## config.mk

```make
export PLATFORM = sky130hd
export DESIGN_NAME = nbdt_core
export DESIGN_NICKNAME = d
export VERILOG_FILES = /design/src/nbdt_pkg.sv /design/src/nbdt_addr.sv /design/src/nbdt_core.sv
export VERILOG_INCLUDE_DIRS = /design/src
export SDC_FILE = /design/constraint.sdc
export NUM_CORES = 1
export LEC_CHECK = 0
export ABC_CLOCK_PERIOD_IN_PS = 3500
export BUFFER_PORTS_ARGS = -buffer_cell sky130_fd_sc_hd__buf_4
export CAP_MARGIN = 5
export CORE_MARGIN = 3
export CORE_UTILIZATION = 55
export DETAILED_ROUTE_END_ITERATION = 12
export GPL_TIMING_DRIVEN = 0
export PLACE_DENSITY_LB_ADDON = 0.25
export SYNTH_ARGS = -nofsm -noshare
export SYNTH_HDL_FRONTEND = slang
export SYNTH_SLANG_ARGS = --single-unit
export TNS_END_PERCENT = 30
```

## constraint.sdc

```tcl
create_clock -name CLK -period 3.5 [get_ports CLK]
set_input_delay 0.875 -clock CLK [delete_from_list [all_inputs] [get_ports CLK]]
set_output_delay 0.875 -clock CLK [all_outputs]
set_load 0.005 [all_outputs]
```

## src/nbdt_params.svh

```systemverilog
// constants for the nibble core data transfer block
`ifndef NBDT_PARAMS_SVH
`define NBDT_PARAMS_SVH
`define NBDT_FLAG_Z 0
`define NBDT_FLAG_C 1
`define NBDT_FLAG_I 2
`define NBDT_FLAG_E 3
`define NBDT_LOW_PAGE8 8'h00
`define NBDT_HIGH_PAGE8 8'hFF
`define NBDT_LOW_PAGE6 10'h000
`define NBDT_HIGH_PAGE6 10'h3FF
`define NBDT_RST16 16'h0000
`define NBDT_RST8 8'h00
`define NBDT_RST4 4'h0
`define NBDT_ONE16 16'h0001
`define NBDT_MASK2 8'h03
`define NBDT_MASK4 8'h0F
`define NBDT_MASK6 8'h3F
`define NBDT_MASK8 8'hFF
`define NBDT_REG_A 4'h0
`define NBDT_REG_B 4'h1
`define NBDT_REG_X 4'h2
`define NBDT_REG_Y 4'h3
`define NBDT_REG_F 4'h4
`define NBDT_REG_EXT 4'h5
`define NBDT_REG_SP1 4'h6
`define NBDT_REG_SP2 4'h7
`define NBDT_REG_PC 4'h8
`endif

```

## src/nbdt_pkg.sv

```systemverilog
// types for the nibble core data transfer block
package nbdt_pkg;
   typedef enum logic [3:0] {
      LOC_A = 4'h0,
      LOC_B = 4'h1,
      LOC_F = 4'h2,
      LOC_IMM = 4'h3,
      LOC_MX = 4'h4,
      LOC_MXI = 4'h5,
      LOC_MY = 4'h6,
      LOC_MYI = 4'h7,
      LOC_L6 = 4'h8,
      LOC_H6 = 4'h9,
      LOC_L8 = 4'hA,
      LOC_H8 = 4'hB
   } nbdt_loc_e;
   typedef enum logic {
      NK_MOVE = 1'b0,
      NK_BYTE = 1'b1
   } nbdt_kind_e;
   typedef enum logic [3:0] {
      BD_BA = 4'h0,
      BD_XH = 4'h1,
      BD_XL = 4'h2,
      BD_YH = 4'h3,
      BD_YL = 4'h4,
      BD_X = 4'h5,
      BD_Y = 4'h6,
      BD_EXT = 4'h7,
      BD_SP1 = 4'h8,
      BD_SP2 = 4'h9
   } nbdt_bdst_e;
   typedef enum logic [1:0] {
      IW2 = 2'h0,
      IW4 = 2'h1,
      IW6 = 2'h2,
      IW8 = 2'h3
   } nbdt_iw_e;
   typedef enum logic [1:0] {
      S_IDLE = 2'b00,
      S_RUN1 = 2'b01,
      S_WB = 2'b11
   } nbdt_state_e;
   typedef struct packed {
      nbdt_kind_e kind;
      nbdt_loc_e dst;
      nbdt_loc_e src;
      nbdt_bdst_e bdst;
      nbdt_iw_e iw;
      logic sgn;
      logic [7:0] imm;
   } nbdt_op_s;
   typedef struct packed {
      logic rd;
      logic wr;
      logic [15:0] addr;
      logic [3:0] wdata;
   } nbdt_mem_s;
   typedef struct packed {
      logic [3:0] addr;
      logic [15:0] wdata;
      logic wr;
      logic rd;
   } nbdt_reg_req_s;
endpackage : nbdt_pkg

```

## src/nbdt_addr.sv

```systemverilog
// operand address generator for indirect and absolute forms
`include "nbdt_params.svh"
module nbdt_addr (
   input nbdt_pkg::nbdt_loc_e loc,
   input wire logic [15:0] x,
   input wire logic [15:0] y,
   input wire logic [7:0] imm,
   input wire logic [7:0] ext,
   input wire logic ext_on,
   output logic [15:0] addr
);
   import nbdt_pkg::*;

   function automatic logic [15:0] page8(input logic hi, input logic [7:0] v);
      page8 = {(hi ? `NBDT_HIGH_PAGE8 : `NBDT_LOW_PAGE8), v};
   endfunction : page8

   function automatic logic [15:0] page6(input logic hi, input logic [5:0] v);
      page6 = {(hi ? `NBDT_HIGH_PAGE6 : `NBDT_LOW_PAGE6), v};
   endfunction : page6

   always_comb begin
      case (loc)
         LOC_MX: addr = ext_on ? page8(1'b0, ext) : x;
         LOC_MXI: addr = x;
         LOC_MY: addr = ext_on ? page8(1'b1, ext) : y;
         LOC_MYI: addr = y;
         LOC_L6: addr = page6(1'b0, imm[5:0]);
         LOC_H6: addr = page6(1'b1, imm[5:0]);
         LOC_L8: addr = page8(1'b0, imm);
         LOC_H8: addr = page8(1'b1, imm);
         default: addr = `NBDT_RST16;
      endcase
   end
endmodule : nbdt_addr

```

## src/nbdt_core.sv

```systemverilog
// data transfer execution logic of the nibble core
//
// Overview of operation
// - two 4-bit data registers a and b also act as one byte with b as the upper nibble.
// - two 16-bit index registers x and y each have an upper and a lower byte half.
// - a 4-bit flag register holds zero, carry, interrupt and extension flags.
// - a byte move into the prefix register supplies the address byte of the next instruction.
// - both stack pointers are 16 bits; writes set bits 9..2 of the first, 7..0 of the second.
// - 8-bit absolute addresses land in 0x0000..0x00FF or 0xFF00..0xFFFF.
// - 6-bit absolute addresses land in 0x0000..0x003F or 0xFFC0..0xFFFF.
// - after a prefix load, plain x indirect uses the low page and plain y the high page.
// - post-increment forms access memory at the old index, then add one to it.
// - memory to memory moves take two bus cycles, moves with one memory operand one, register and immediate moves none.
// - moving into the flag register loads all four flags; moving out copies them.
// - immediates are unsigned 2, 4, 6 or 8 bits, plus one signed byte form.
// - the program counter is 16 bits wide.
`include "nbdt_params.svh"
module nbdt_core (
   input wire logic CLK,
   input wire logic NRST,
   input wire logic OP_VALID,
   input nbdt_pkg::nbdt_op_s OP_IN,
   output logic OP_READY,
   output logic OP_DONE,
   output nbdt_pkg::nbdt_mem_s MEM_OUT,
   input wire logic [3:0] MEM_RDATA,
   input nbdt_pkg::nbdt_reg_req_s REG_REQ,
   output logic [15:0] REG_RDATA
);
   import nbdt_pkg::*;

   typedef struct packed {
      nbdt_state_e st;
      logic [3:0] a;
      logic [3:0] b;
      logic [3:0] f;
      logic [15:0] x;
      logic [15:0] y;
      logic [15:0] sp1;
      logic [15:0] sp2;
      logic [15:0] pc;
      logic [7:0] ext;
      nbdt_op_s op;
      logic [15:0] daddr;
      nbdt_mem_s mem;
      logic done;
      logic [15:0] rdata;
   } nbdt_core_s;

   nbdt_core_s s_r;
   nbdt_core_s s_nxt;
   logic [15:0] src_addr;
   logic [15:0] dst_addr;
   logic ext_on;

   function automatic logic is_mem(input nbdt_loc_e l);
      is_mem = (l != LOC_A) && (l != LOC_B) && (l != LOC_F) && (l != LOC_IMM);
   endfunction : is_mem

   function automatic logic [7:0] imm_val(input nbdt_iw_e iw, input logic [7:0] v);
      case (iw)
         IW2: imm_val = v & `NBDT_MASK2;
         IW4: imm_val = v & `NBDT_MASK4;
         IW6: imm_val = v & `NBDT_MASK6;
         default: imm_val = v & `NBDT_MASK8;
      endcase
   endfunction : imm_val

   function automatic logic [15:0] widen(input logic sgn, input logic [7:0] v);
      widen = sgn ? {{8{v[7]}}, v} : {8'h00, v};
   endfunction : widen

   assign ext_on = s_r.f[`NBDT_FLAG_E];

   nbdt_addr u_src_addr (
      .loc(OP_IN.src),
      .x(s_r.x),
      .y(s_r.y),
      .imm(OP_IN.imm),
      .ext(s_r.ext),
      .ext_on(ext_on),
      .addr(src_addr)
   );

   nbdt_addr u_dst_addr (
      .loc(OP_IN.dst),
      .x(s_r.x),
      .y(s_r.y),
      .imm(OP_IN.imm),
      .ext(s_r.ext),
      .ext_on(ext_on),
      .addr(dst_addr)
   );

   always_comb begin
      logic [3:0] sv;
      logic [7:0] iv;
      logic accept;
      sv = `NBDT_RST4;
      iv = imm_val(OP_IN.iw, OP_IN.imm);
      accept = OP_VALID && (s_r.st == S_IDLE);
      s_nxt = s_r;
      s_nxt.done = 1'b0;
      s_nxt.mem.rd = 1'b0;
      s_nxt.mem.wr = 1'b0;
      case (OP_IN.src)
         LOC_A: sv = s_r.a;
         LOC_B: sv = s_r.b;
         LOC_F: sv = s_r.f;
         default: sv = iv[3:0];
      endcase
      case (s_r.st)
         S_IDLE: begin
            if (accept) begin
               s_nxt.op = OP_IN;
               s_nxt.daddr = dst_addr;
               s_nxt.pc = s_r.pc + `NBDT_ONE16;
               s_nxt.f[`NBDT_FLAG_E] = 1'b0;
               if (OP_IN.kind == NK_BYTE) begin
                  s_nxt.done = 1'b1;
                  case (OP_IN.bdst)
                     BD_BA: begin
                        s_nxt.b = OP_IN.imm[7:4];
                        s_nxt.a = OP_IN.imm[3:0];
                     end
                     BD_XH: s_nxt.x[15:8] = OP_IN.imm;
                     BD_XL: s_nxt.x[7:0] = OP_IN.imm;
                     BD_YH: s_nxt.y[15:8] = OP_IN.imm;
                     BD_YL: s_nxt.y[7:0] = OP_IN.imm;
                     BD_X: s_nxt.x = widen(OP_IN.sgn, OP_IN.imm);
                     BD_Y: s_nxt.y = widen(OP_IN.sgn, OP_IN.imm);
                     BD_EXT: begin
                        s_nxt.ext = OP_IN.imm;
                        s_nxt.f[`NBDT_FLAG_E] = 1'b1;
                     end
                     BD_SP1: s_nxt.sp1 = {6'h00, OP_IN.imm, 2'h0};
                     BD_SP2: s_nxt.sp2 = {8'h00, OP_IN.imm};
                     default: s_nxt.done = 1'b1;
                  endcase
               end else begin
                  if (is_mem(OP_IN.src)) begin
                     s_nxt.mem.rd = 1'b1;
                     s_nxt.mem.addr = src_addr;
                     s_nxt.st = S_RUN1;
                  end else if (is_mem(OP_IN.dst)) begin
                     s_nxt.mem.wr = 1'b1;
                     s_nxt.mem.addr = dst_addr;
                     s_nxt.mem.wdata = sv;
                     s_nxt.done = 1'b1;
                  end else begin
                     s_nxt.done = 1'b1;
                     case (OP_IN.dst)
                        LOC_A: s_nxt.a = sv;
                        LOC_B: s_nxt.b = sv;
                        LOC_F: s_nxt.f = sv;
                        default: s_nxt.done = 1'b1;
                     endcase
                  end
                  // index advances after its address was captured above
                  if ((OP_IN.src == LOC_MXI) || (OP_IN.dst == LOC_MXI)) begin
                     s_nxt.x = s_r.x + `NBDT_ONE16;
                  end
                  if ((OP_IN.src == LOC_MYI) || (OP_IN.dst == LOC_MYI)) begin
                     s_nxt.y = s_r.y + `NBDT_ONE16;
                  end
               end
            end else if (REG_REQ.wr) begin
               case (REG_REQ.addr)
                  `NBDT_REG_A: s_nxt.a = REG_REQ.wdata[3:0];
                  `NBDT_REG_B: s_nxt.b = REG_REQ.wdata[3:0];
                  `NBDT_REG_X: s_nxt.x = REG_REQ.wdata;
                  `NBDT_REG_Y: s_nxt.y = REG_REQ.wdata;
                  `NBDT_REG_F: s_nxt.f = REG_REQ.wdata[3:0];
                  `NBDT_REG_EXT: s_nxt.ext = REG_REQ.wdata[7:0];
                  `NBDT_REG_SP1: s_nxt.sp1 = {6'h00, REG_REQ.wdata[7:0], 2'h0};
                  `NBDT_REG_SP2: s_nxt.sp2 = {8'h00, REG_REQ.wdata[7:0]};
                  `NBDT_REG_PC: s_nxt.pc = REG_REQ.wdata;
                  default: s_nxt.pc = s_r.pc;
               endcase
            end
         end
         S_RUN1: begin
            // read strobe is out this cycle, data arrives next cycle
            s_nxt.st = S_WB;
         end
         S_WB: begin
            s_nxt.st = S_IDLE;
            s_nxt.done = 1'b1;
            case (s_r.op.dst)
               LOC_A: s_nxt.a = MEM_RDATA;
               LOC_B: s_nxt.b = MEM_RDATA;
               LOC_F: s_nxt.f = MEM_RDATA;
               default: begin
                  s_nxt.mem.wr = 1'b1;
                  s_nxt.mem.addr = s_r.daddr;
                  s_nxt.mem.wdata = MEM_RDATA;
               end
            endcase
         end
         default: s_nxt.st = S_IDLE;
      endcase
      s_nxt.rdata = `NBDT_RST16;
      if (REG_REQ.rd) begin
         case (REG_REQ.addr)
            `NBDT_REG_A: s_nxt.rdata = {12'h000, s_r.a};
            `NBDT_REG_B: s_nxt.rdata = {12'h000, s_r.b};
            `NBDT_REG_X: s_nxt.rdata = s_r.x;
            `NBDT_REG_Y: s_nxt.rdata = s_r.y;
            `NBDT_REG_F: s_nxt.rdata = {12'h000, s_r.f};
            `NBDT_REG_EXT: s_nxt.rdata = {8'h00, s_r.ext};
            `NBDT_REG_SP1: s_nxt.rdata = s_r.sp1;
            `NBDT_REG_SP2: s_nxt.rdata = s_r.sp2;
            `NBDT_REG_PC: s_nxt.rdata = s_r.pc;
            default: s_nxt.rdata = `NBDT_RST16;
         endcase
      end
   end

   always_ff @(posedge CLK or negedge NRST) begin
      if (!NRST) begin
         s_r <= '0;
      end else begin
         s_r <= s_nxt;
      end
   end

   assign OP_READY = (s_r.st == S_IDLE);
   assign OP_DONE = s_r.done;
   assign MEM_OUT = s_r.mem;
   assign REG_RDATA = s_r.rdata;
endmodule : nbdt_core

```

# After elaboration in Yosys (flattened, before gate mapping)
# Index checks and enable logic that the tools add are counted.
op_classes:
  addsub: 3
  n_mul: 0
  div: 0
  magnitude_cmp: 0
  n_eq_ne: 82
  shift: 0
  mux: 60
  bitwise: 0
  reduce_logical: 43
op_table:
  columns: ["operator", "n"]
  rows:
  - ["16-bit case mux with 8 select lines", 2]
  - ["16-bit two-way mux", 14]
  - ["100-bit two-way mux", 2]
  - ["16-bit case mux with 9 select lines", 1]
  - ["4-bit by 3-bit equality test with 1-bit output, second input constant", 16]
  - ["32-bit two-way mux", 2]
  - ["8-bit case mux with 2 select lines", 4]
  - ["16-bit by 1-bit adder with 16-bit output, second input constant", 3]
  - ["4-bit equality test, second input constant", 11]
  - ["22-bit case mux with 2 select lines", 1]
  - ["21-bit two-way mux", 2]
  - ["5-bit AND reduction", 8]
  - ["4-bit two-way mux", 9]
  - ["8-bit two-way mux", 4]
  - ["4-bit by 2-bit != test with 1-bit output, second input constant", 8]
  - ["4-bit by 2-bit equality test with 1-bit output, second input constant", 7]
  - ["12-bit two-way mux", 2]
  - ["12-bit case mux with 2 select lines", 1]
  - ["4-bit case mux with 3 select lines", 2]
  - ["8-bit AND reduction", 3]
  - ["23-bit two-way mux", 1]
  - ["22-bit two-way mux", 1]
  - ["4-bit by 1-bit equality test with 1-bit output, second input constant", 5]
  - ["4-bit logical NOT", 5]
  - ["other kinds (26)", 74]
totals:
  regBits: 161
  latchBits: 0
  ram_bits: 0
  romBits: 0
  input_bits: 53
  output_inout_bits: 40
  word_cells: 209
  n_memories: 0

# Depth between registers and ports, before layout
# Gate-level depths: netlist of run 1.
depth:
  depth_word: 9
  ltp_mapped: 10
  ltp_nobuf: 7

# Cells and area by module
# Synthesis of run 1 repeated with hierarchy kept, for this count alone.
unflattened:
  cells_unflattened: 1161
  area_unflattened_um2: 10043.4
by_module_without_submodules:
  columns: ["module", "instances", "cells_per_inst", "area_per_inst_um2", "seq_area_each_um2"]
  rows:
  - ["nbdt_core", 1, 995, 8714.6, 3628.5]
  - ["nbdt_addr", 2, 83, 664.4, 0.0]

# Worst setup path after synthesis of run 1
# OpenSTA, ideal clock, no wires.
synth_timing:
  path_kind: "input-to-reg"
  start: "input port OP_IN[22] in the netlist's numbering"
  end: "register s_r[171] in the netlist's numbering"
  setup_time_ns: 0.128
  arrival_time_ns: 2.306
  required_ns: 3.372
  setup_slack_ns: 1.066
  stages: 5
  n_path_buf: 0
  cell_sequence: "or4_4 o22ai_2 o221ai_2 a211o_1 mux2_1"
synth_via:
  elab_chain_cells: 6
  elab_cells_between_ends: 11
  classes_between: "6 x eq/ne; 5 x reduce/logical"
synth_lines:
  columns: ["item", "line", "rtl"]
  rows:
  - ["from (decl)", "nbdt_core.sv:22", "input nbdt_pkg::nbdt_op_s OP_IN,"]
  - ["4-bit by 1-bit != test with 1-bit output or 4-bit nonzero test (tied branches)", "nbdt_core.sv:57", "is_mem = (l != LOC_A) && (l != LOC_B) && (l != LOC_F) && (l != LOC_IMM);"]
  - ["1-bit logical AND (3 in series)", "nbdt_core.sv:57", null]
  - ["4-bit != test (no source line)", null, null]
  - ["8-bit AND reduction (no source line) *", null, null]
  - ["to (signal assigned)", "nbdt_core.sv:223", "s_r <= s_nxt;"]
  - ["to (decl)", "nbdt_core.sv:50", "nbdt_core_s s_r;"]
# Every way passes the cells marked *; elsewhere a longest branch is shown, timed or not.
# A chain may end at the register's enable or synchronous reset.

# Final worst setup path of run 1
layout_timing:
  start: "register s_r[179] in the netlist's numbering"
  end: "register s_r[87] in the netlist's numbering"
layout_via:
  elab_chain_cells: 4
  elab_cells_between_ends: 6
  classes_between: "1 x mux; 5 x reduce/logical"
layout_lines:
  columns: ["item", "line", "rtl"]
  rows:
  - ["2-bit logical NOT *", "nbdt_core.sv:101, nbdt_core.sv:112", null]
  - ["1-bit logical AND", "nbdt_core.sv:101", "accept = OP_VALID && (s_r.st == S_IDLE);"]
  - ["2-bit nonzero test (no source line)", null, null]
  - ["3-bit AND reduction (no source line)", null, null]
# Marks and branches as above.

==> metrics.md, run 1 <==
| Metric | Value |
|---|---|
| Most frequent cells after synthesis | 151 x nand2_1, 145 x dfrtp_1, 105 x o21ai_0 |
| Critical-path maximum fanout | 10 |
| Area share of the largest cell type after synthesis | 37.1% |
| Clock Tree Buf Depth | 2 |
| Placed Instance Area | 0.0108 mm2 |
| Final #Nets | 1335 |
| Initial antenna violation count | 0 |
| Top-count cell post-synth | nand2_1 |
| Routed vias | 10507 |
| Worst skew pair latency | 0.44 ns |
| Max-cap viol count | 0 |
| Multiplexer share of the synthesized area | 5.90% |
| Vias in the first global route | 9854 |
| Fin crit share | 86.6% |
| Antenna diode count | 0 |
| Clock Skew | 0.0126 ns |
| # IOs | 93 |
| Leakage | 0.00478 uW |
| Critical Path RT | 3.79 ns |
| Crit path setup slack, layout | 0.467 ns |
| Final Util | 65.5% |
| Area Overhead vs Synth | 16.2% |
| Dpl ws | 0.328 ns |
| Async SR Flop Fraction | 100% |
| Total gr overflow | 0 |
| Hold Crit Class | input port to asynchronous set/reset pin |
| Vias/cell | 6.94 |
| Largest area contributor in the netlist | dfrtp_1 |
| Filler Cell Count | 1529 |
| Main combinational cell family by area after synthesis | compound AO/OA/AOI/OAI gates |
| Synth Area in Simple Gates | 21.3% |
| Reg2reg path depth | 8 |
| Chip Height | 139 um |
| Crit path DAT | 3.32 ns |
| Worst vdd ir | 455 uV |
| Rel. slew slack | 38.3% |
| Post-CTS Setup Repair Bufs | 0 |
| Pwr Total | 8780 uW |
| Final setup violation count | 0 |
| Largest net degree at the start of global routing | 99 |
| Fraction of layout cells with a size suffix above 1 | 17.6% |
| Status | finished, final reports clean |
| CTS tree | done |
| CTS Sinks | 145 |
| CTS clk-pin slew, worst paths | 0.07 ns |
| Gr usage total | 37.1% |
| Hold buffer count at cts | 0 |
| Dpl hpwl | 27100 um |
| RSZ-0062 raised after global routing | no |
| Row count | 48 |
| Gpl congestion | 1.05 |
| Die Area | 0.0194 mm2 |
| Clk root buf | clkbuf_16 |
| Post_cts resized | 0 |
| Total CTS buffers | 17 |
| I/O Buffers | 90 |
| H-tree depth | 4 |
| Fin crit period | 3.03 ns |
| First-pass GRT wire length | 56500 um |
| Setup TNS | 0 ns |
| Xor/xnor share of the synthesized area | 0.179% |
| Mapped Area | 0.00979 mm2 |
| Ys Warns | 0 |
| Final hold violations | 0 |
| F_max | 330 MHz |
| Starting Density | 56.4% |
| Pre-antenna DRT Iters | 6 |
| Post-synthesis sequential area ratio | 37.1% |
| Synth cell types | 80 |
| Die width | 139 um |
| Compound-gate portion of the synthesized area | 27.4% |
| Total wire length | 36600 um |
| P per Cell Area | 772 mW/mm2 |
| Synth Flop Type | dfrtp_1 |
| 1st-iter DRT viols | 1683 |
| Post-synth EDFFs | 0 |
| Fin area | 0.0114 mm2 |
| Syn avg cell area | 8.40 um2 |
| Worst-Margin Slew | 0.916 ns |
| Gate count of the mapped netlist | 1166 |
| DRC viols | 0 |
| Syn Nets | 1225 |
| Setup crit start kind | flop |
| Slew Limit Fails | 0 |
| Top cells by area, synth | dfrtp_1 37%, nand2_1 5.8%, o21ai_0 5.4% |
| ANT nets after route | 0 |
| Setup Crit Path Kind | flop to flop |
| Crit end category | flop |
| Routed length per instance | 24.1 um |
| Yosys reg bits | 145 |
| Post-Synth Adder-Cell Area | 0.767% |
| Core Region | 0.0174 mm2 |
==> through the flow <==
step | cells | hold WS [ns]
3_5_place_dp | 1482 | 0.467
6_report | 1514 | 0.367
2_1_floorplan | 1166 | 0.446
5_1_grt | 1514 | 0.417
3_3_place_gp | 1481 | 0.458
4_1_cts | 1514 | 0.388
==> routing by layer <==
| layer | vias to the layer above | part of all wire, % | global-route usage (%) | wire (um) |
|---|---|---|---|---|
| met3 | 203 | 12 | 8.69 | 4210 |
| met2 | 783 | 43 | 55.2 | 15900 |
| met5 | - | 0 | 0 | 0 |
| li1 | 4569 | - | - | - |
| met4 | 0 | 6.3 | 18.6 | 2290 |
| met1 | 4952 | 39 | 51.0 | 14200 |
==> report_power, final <==
group | internal [uW] | total [uW] | switching, uW
logic | 1570 | 3720 | 2150
clock network | 1070 | 1890 | 821
registers | 2370 | 3170 | 802
==> registers in the layout, indices dropped and copies added (netlist names) <==
| register | flops |
|---|---|
| s_r | 105 |
| MEM_OUT | 22 |
| REG_RDATA | 16 |
| OP_DONE | 1 |
| ext_on | 1 |
==> worst paths after layout <==
kind	to	startpoint	slack, ns
max in group asynchronous	s_r[174]	NRST	2.28
min	REG_RDATA[11]	NRST	0.37
min in group CLK	s_r[53]	s_r[53]	0.48
max reg2reg	s_r[87]	s_r[179]	0.47
max	s_r[87]	s_r[179]	0.47
min reg2reg	s_r[53]	s_r[53]	0.48
==> cell usage in the layout (no fill, tap or decap), types with 17 or more instances in the layout <==
master	Yosys	final
a211oi_1	18	18
nor2_1	72	72
nor3_1	23	23
nand3_1	23	23
clkbuf_1	58	58
mux2_2	18	18
mux2i_1	24	24
buf_4	38	127
a31oi_1	28	28
a21oi_1	94	94
clkbuf_16	0	17
nor4_1	19	19
o21ai_0	105	105
a221oi_1	17	17
dfrtp_1	145	145
buf_2	24	24
nand2b_1	18	18
a22oi_1	19	19
nand2_1	151	151
==> kinds of logic (layout without fill, tap and decap cells) <==
logic type / Yosys count / in the layout
compound gates: 408 / 408
xor+xnor: 2 / 2
fa+ha+maj: 6 / 6
buf+inv: 146 / 269
flops: 145 / 145
mux: 51 / 51
simple gates: 408 / 408
==> final cells by class <==
| cell class | count | area, um2 | area share, % |
|---|---|---|---|
| clock buffer | 17 | 425 | 3.74 |
| multi-input combinational | 875 | 5440 | 47.8 |
| inverter | 14 | 52.6 | 0.462 |
| tap | 225 | 282 | 2.47 |
| clock inverter | 15 | 171 | 1.51 |
| timing repair buffer | 91 | 707 | 6.21 |
| buffer | 132 | 671 | 5.89 |
| sequential | 145 | 3630 | 31.9 |
==> worst max-delay path: stages, from the launching register on <==
cell      delay, ns
dfrtp_1        0.40
inv_1          0.06
ha_1           0.22
buf_2          0.18
nand2_2        0.26
clkbuf_1       0.53
buf_2          0.44
clkbuf_1       0.57
o21ai_0        0.20
No activity file was read; power rests on OpenSTA's default activity.
==> inputs of run 2 (changes only) <==
Settings changed: CORE_UTILIZATION 55 to 40.
==> run 2 against run 1 <==
Total power fell by 1.4%. Count of clock-buffer cells in the layout rose by 2. Worst hold slack improved by 0.051 ns. Final cell count rose by 6.2%. Critical path type unchanged. Critical endpoint unchanged.
==> metrics.md, run 2 (synthesis results as in run 1) <==
| Metric | Value |
|---|---|
| 1st-iter DRT viols | 1137 (-32%) |
| Die Area | 0.0264 mm2 (+36%) |
| Starting Density | 41.2% (-15 points) |
| Gpl congestion | 0.957 (-8.9%) |
| Clock Skew | 0.00717 ns (-0.00542 ns) |
| Crit path DAT | 3.38 ns (+0.06 ns) |
| Leakage | 0.00476 uW (-0.36%) |
| Rel. slew slack | 39.1% (+0.85 points) |
| Placed Instances | 1576 (+6.3%) |
| Flop2flop setup slack | 0.40 ns (-0.06 ns) |
| Setup Crit Path Kind | flop to flop |
| Total CTS buffers | 17 (unchanged) |
| Initial antenna violation count | 0 (unchanged) |
| Fraction of layout cells with a size suffix above 1 | 17.5% (-0.078 points) |
| Routed vias | 10330 (-1.7%) |
| Final setup violation count | 0 (unchanged) |
| Area Overhead vs Synth | 17.0% |
| Crit end category | flop |
| Fin crit period | 3.10 ns (+0.0645 ns) |
| Most frequent cells in the layout | 151 x nand2_1, 145 x dfrtp_1, 127 x buf_4 |
| RSZ-0062 raised after global routing | no |
| Top layer in use | met4 |
| Worst vdd ir | 358 uV (-21%) |
| Setup TNS | 0 ns (unchanged) |
| Final #Nets | 1335 (unchanged) |
| Die width | 162 um (+17%) |
| Biggest register | s_r |
| # IOs | 93 (unchanged) |
| ANT nets after route | 0 (unchanged) |
| Worst setup startpoint | s_r[179] |
| Met2 routed WL | 16700 um (+5.5%) |
| Vias in the first global route | 9755 (-1.0%) |
| M1 wire length | 15600 um (+10%) |
| Core Region | 0.0238 mm2 (+37%) |
| Routed length per instance | 23.6 um (-2.2%) |
| Clock Tree Buf Depth | 2 (unchanged) |
| Clk root buf | clkbuf_16 |
| P per Cell Area | 755 mW/mm2 (-2.1%) |
| Worst-Margin Slew | 0.888 ns (-0.0285 ns) |
| Pre-antenna DRT Iters | 6 (unchanged) |
| Post_cts resized | 0 (unchanged) |
| Worst skew pair latency | 0.43 ns (about the same) |
| Worst flop-to-flop path startpoint | s_r[179] |
| Dpl hpwl | 28500 um (+5.2%) |
| Hold_ws | 0.418 ns (+0.0511 ns) |
| Fin cells | 1608 (+6.2%) |
| Gr usage total | 28.6% (-8.5 points) |
| Critical Path RT | 3.78 ns (about the same) |
| CTS tree | done |
| Slew Limit Fails | 0 (unchanged) |
| DR WL met3 | 3570 um (-15%) |
| Row count | 56 (+17%) |
| Hold Crit Class | input port to asynchronous set/reset pin |
| I/O Buffers | 90 (unchanged) |
| Worst R2R End | s_r[87] |
| Reg2reg path depth | 8 (unchanged) |
| Final hold violations | 0 (unchanged) |
| Total gr overflow | 0 (unchanged) |
| Critical-path maximum fanout | 10 (unchanged) |
| DRC viols | 0 (unchanged) |
| Hold buffer count at cts | 0 (unchanged) |
| Setup crit start kind | flop |
| Post-CTS Setup Repair Bufs | 0 (unchanged) |
| Status | finished, final reports clean |
| Max reg flops | 105 (unchanged) |
| Antenna diode count | 0 (unchanged) |
| F_max | 323 MHz (-2.1%) |
| H-tree depth | 4 (unchanged) |
| Total wire length | 38000 um (+3.8%) |
| Chip Height | 162 um (+17%) |
| Fin crit share | 88.5% (+1.8 points) |
| Max-cap viol count | 0 (unchanged) |
| CTS Sinks | 145 (unchanged) |
| Most common cell after layout, fill and taps aside | nand2_1 |
| CTS clk-pin slew, worst paths | 0.07 ns (about the same) |
| Vias/cell | 6.42 (-7.4%) |
| Largest net degree at the start of global routing | 83 (-16%) |
| First-pass GRT wire length | 58000 um (+2.6%) |
## run 2: cell count changes in the layout (fill, tap and decap cells not counted), sizes merged
cell,previous run,this run
bufinv,2,0
clkbuf,77,79
## run 2: worst max-delay path: stages (launching register included)
cell and delay [ns]:
dfrtp_1 0.40, inv_1 0.06, ha_1 0.22, buf_2 0.18, nand2_2 0.27, clkbuf_1 0.55, buf_2 0.45, clkbuf_1 0.60
o21ai_0 0.19
## run 2: how the worst max path moves through the flow
| stage | endpoint | cells after the start |
|---|---|---|
| finish | s_r[87] | 8 |
| global route | s_r[74] | 9 |
| CTS | s_r[87] | 8 |
| detailed placement | s_r[87] | 7 |
| global placement | s_r[87] | 7 |
| floorplan | s_r[171] | 5 |
## run 2: where the power goes
group          switching [uW]  total [uW]  internal [uW]
clock network             827        1780            952
registers                 800        3170           2370
logic                    2150        3710           1560
## run 2: area by class of cell
cell class,count,area [um2]
inverter,14,52.6
fill,2326,12300
clock buffer,19,443
buffer,132,671
clock inverter,13,119
tap,319,399
sequential,145,3630
multi-input combinational,875,5440
timing repair buffer,91,707
## run 2: metrics by stage
step | power (uW) | area (um2) | setup slack [ns] | utilization (%)
6_report | 8660 | 11500 | 0.403 | 48.2
5_1_grt | 9180 | 11500 | 0.307 | 48.2
4_1_cts | 8600 | 11500 | 0.512 | 48.2
3_5_place_dp | 6810 | 10900 | 0.220 | 45.9
3_3_place_gp | 6740 | 10900 | 0.265 | 45.7
2_1_floorplan | 5360 | 9790 | 1.07 | -
## run 2: layer usage
metal | vias up | GRT usage (%)
met4 | 0 | 13.7
met3 | 133 | 5.26
li1 | 4557 | -
met5 | - | 0
met1 | 4991 | 39.4
met2 | 649 | 43.7
==> inputs of run 3 (changes only) <==
Settings changed: PLACE_DENSITY from default to 0.6, PLACE_DENSITY_LB_ADDON 0.25 to default.
==> run 3 against run 2 <==
Non-clock buffer count unchanged. Sequential power about the same. Register-to-register slack better by 0.06 ns. Clock skew hardly changed. First-iteration DRC count increased by 12%. Global-route usage about the same. Clock power up 9.6%. Critical endpoint unchanged. Largest cell class unchanged. Largest power group unchanged.
==> metrics.md, run 3 (synthesis results as in run 1) <==
| Metric | Value |
|---|---|
| RSZ-0062 raised after global routing | no |
| Flop2flop setup slack | 0.46 ns (+0.06 ns) |
| # IOs | 93 (unchanged) |
| Fin crit share | 86.9% (-1.6 points) |
| Worst R2R End | s_r[87] |
| Crit path DAT | 3.32 ns (-0.06 ns) |
| Hold Crit Class | input port to asynchronous set/reset pin |
| CTS clk-pin slew, worst paths | 0.07 ns (about the same) |
| Vias in the first global route | 9504 (-2.6%) |
| Most common cell after layout, fill and taps aside | nand2_1 |
| Final setup violation count | 0 (unchanged) |
| Gpl congestion | 0.959 (+0.21%) |
| Row count | 56 (unchanged) |
| Antenna diode count | 0 (unchanged) |
| Final #Nets | 1335 (unchanged) |
| Slew Limit Fails | 0 (unchanged) |
| Most frequent cells in the layout | 151 x nand2_1, 145 x dfrtp_1, 127 x buf_4 |
| Largest stage delay on the critical path | 0.58 ns (-0.02 ns) |
| Total CTS buffers | 17 (unchanged) |
| Critical-path maximum fanout | 10 (unchanged) |
| Setup crit start kind | flop |
| Crit path buf inv count | 5 (unchanged) |
| Clock Skew | 0.00748 ns (+0.000304 ns) |
| Worst setup startpoint | s_r[179] |
| Max reg flops | 105 (unchanged) |
| CTS Sinks | 145 (unchanged) |
| CP delay by family, top | buffers and inverters |
| Crit path capture | s_r[87] |
| Hold buffer count at cts | 0 (unchanged) |
| Die width | 162 um (unchanged) |
| First-pass GRT wire length | 57400 um (-1.1%) |
| Clk root buf | clkbuf_16 |
| ANT nets after route | 0 (unchanged) |
| H-tree depth | 4 (unchanged) |
| Fin crit period | 3.04 ns (-0.0563 ns) |
| Leakage | 0.00479 uW (+0.59%) |
| F_max | 329 MHz (+1.9%) |
| CP max stage cell | clkbuf_1 |
| Worst flop-to-flop path startpoint | s_r[179] |
| Status | finished, final reports clean |
| CTS tree | done |
| Setup TNS | 0 ns (unchanged) |
| Routed length per instance | 23.7 um (+0.57%) |
| Starting Density | 41.2% (unchanged) |
| Final hold violations | 0 (unchanged) |
| Die Area | 0.0264 mm2 (unchanged) |
| Crit end category | flop |
| Critical Path Stages | 8 (unchanged) |
| Fraction of layout cells with a size suffix above 1 | 17.5% (about the same) |
| Gr usage total | 28.6% (-0.034 points) |
| Routed vias | 10237 (-0.90%) |
| DRC viols | 0 (unchanged) |
| Filler Cell Count | 2336 (+0.43%) |
| Clock Tree Buf Depth | 2 (unchanged) |
| CP Cell Sequence | inv_1 -> ha_1 -> buf_2 -> nand2_2 -> clkbuf_1 -> buf_2 -> clkbuf_1 -> o21ai_0 |
| Worst-Margin Slew | 0.933 ns (+0.0449 ns) |
| P per Cell Area | 768 mW/mm2 (+1.6%) |
| Dpl hpwl | 28900 um (+1.4%) |
| Chip Height | 162 um (unchanged) |
| Total wire length | 38200 um (+0.51%) |
| I/O Buffers | 90 (unchanged) |
| Worst skew pair latency | 0.43 ns (about the same) |
| Post_cts resized | 0 (unchanged) |
| Core Region | 0.0238 mm2 (unchanged) |
| Post-CTS Setup Repair Bufs | 0 (unchanged) |
| Pwr Total | 8840 uW (+2.1%) |
| Worst vdd ir | 373 uV (+4.3%) |
| Largest net degree at the start of global routing | 77 (-7.2%) |
| Rel. slew slack | 37.2% (-2.0 points) |
| Max-cap viol count | 0 (unchanged) |
| Reg2reg path depth | 8 (unchanged) |
| Setup Crit Path Kind | flop to flop |
| Initial antenna violation count | 0 (unchanged) |
| Vias/cell | 6.37 (-0.84%) |
| Area Overhead vs Synth | 17.6% |
| Total gr overflow | 0 (unchanged) |
| 1st-iter DRT viols | 1272 (+12%) |
| Critical Path RT | 3.78 ns (about the same) |
| Pre-antenna DRT Iters | 6 (unchanged) |
| Biggest register | s_r |
==> run 3: changes by cell type in the layout (fill, tap and decap cells not counted) <==
cell,change
bufinv_16,+3
clkbuf_1,-1
clkinv_8,-1
clkinvlp_4,-1
inv_8,-1
==> run 3: area by class of cell <==
type	count	area (um2)	area share (%)
Sequential cell	145	3630	31.5
Inverter	14	52.6	0.457
Clock inverter	13	174	1.51
Clock buffer	18	439	3.82
Buffer	132	671	5.83
Timing Repair Buffer	91	707	6.14
Multi-Input combinational cell	875	5440	47.3
Tap cell	319	399	3.47
==> run 3: worst min path at each step <==
stage                     startpoint           end  slack [ns]  cells past startpoint
after global placement       s_r[44]       s_r[44]        0.46                      2
after global routing         s_r[53]       s_r[53]        0.50                      2
final                           NRST  REG_RDATA[2]        0.45                      1
after detailed placement     s_r[47]       s_r[47]        0.46                      2
after floorplan              s_r[49]       s_r[49]        0.45                      2
after CTS                       NRST  REG_RDATA[2]        0.48                      1
==> run 3: where the power goes <==
part           leakage (uW)  switching [uW]  internal, uW  total, uW
sequential          0.00183             791          2370       3160
clock              0.000296             798          1150       1950
combinational       0.00267            2160          1570       3720
total               0.00479            3750          5090       8840
==> run 3: stage by stage <==
| stage | cells | area, um2 | utilization (%) | worst slack (ns) | hold WS (ns) |
|---|---|---|---|---|---|
| after floorplan | 1166 | 9790 | - | 1.07 | 0.446 |
| after global placement | 1575 | 10900 | 45.7 | 0.266 | 0.459 |
| after detailed placement | 1576 | 10900 | 45.9 | 0.250 | 0.465 |
| after CTS | 1607 | 11500 | 48.5 | 0.572 | 0.479 |
| after global routing | 1607 | 11500 | 48.5 | 0.338 | 0.504 |
| final | 1607 | 11500 | 48.5 | 0.459 | 0.451 |
==> run 3: worst register-to-register path, delay by kind of cell (launching register included) <==
kind                     cells  cell delay [ns]
AO/OA/AOI/OAI                1             0.19
adder cells (fa/ha/maj)      1             0.21
buffers and inverters        5             1.84
flip-flops                   1             0.40
AND/OR/NAND/NOR              1             0.27
==> run 3: per-layer routing <==
layer / global-route usage (%) / up-vias / wire length (um)
met5: 0 / - / 0
met4: 13.3 / 0 / 1870
met3: 4.96 / 123 / 3630
met2: 43.5 / 642 / 16600
met1: 39.8 / 4900 / 16000
li1: - / 4572 / -
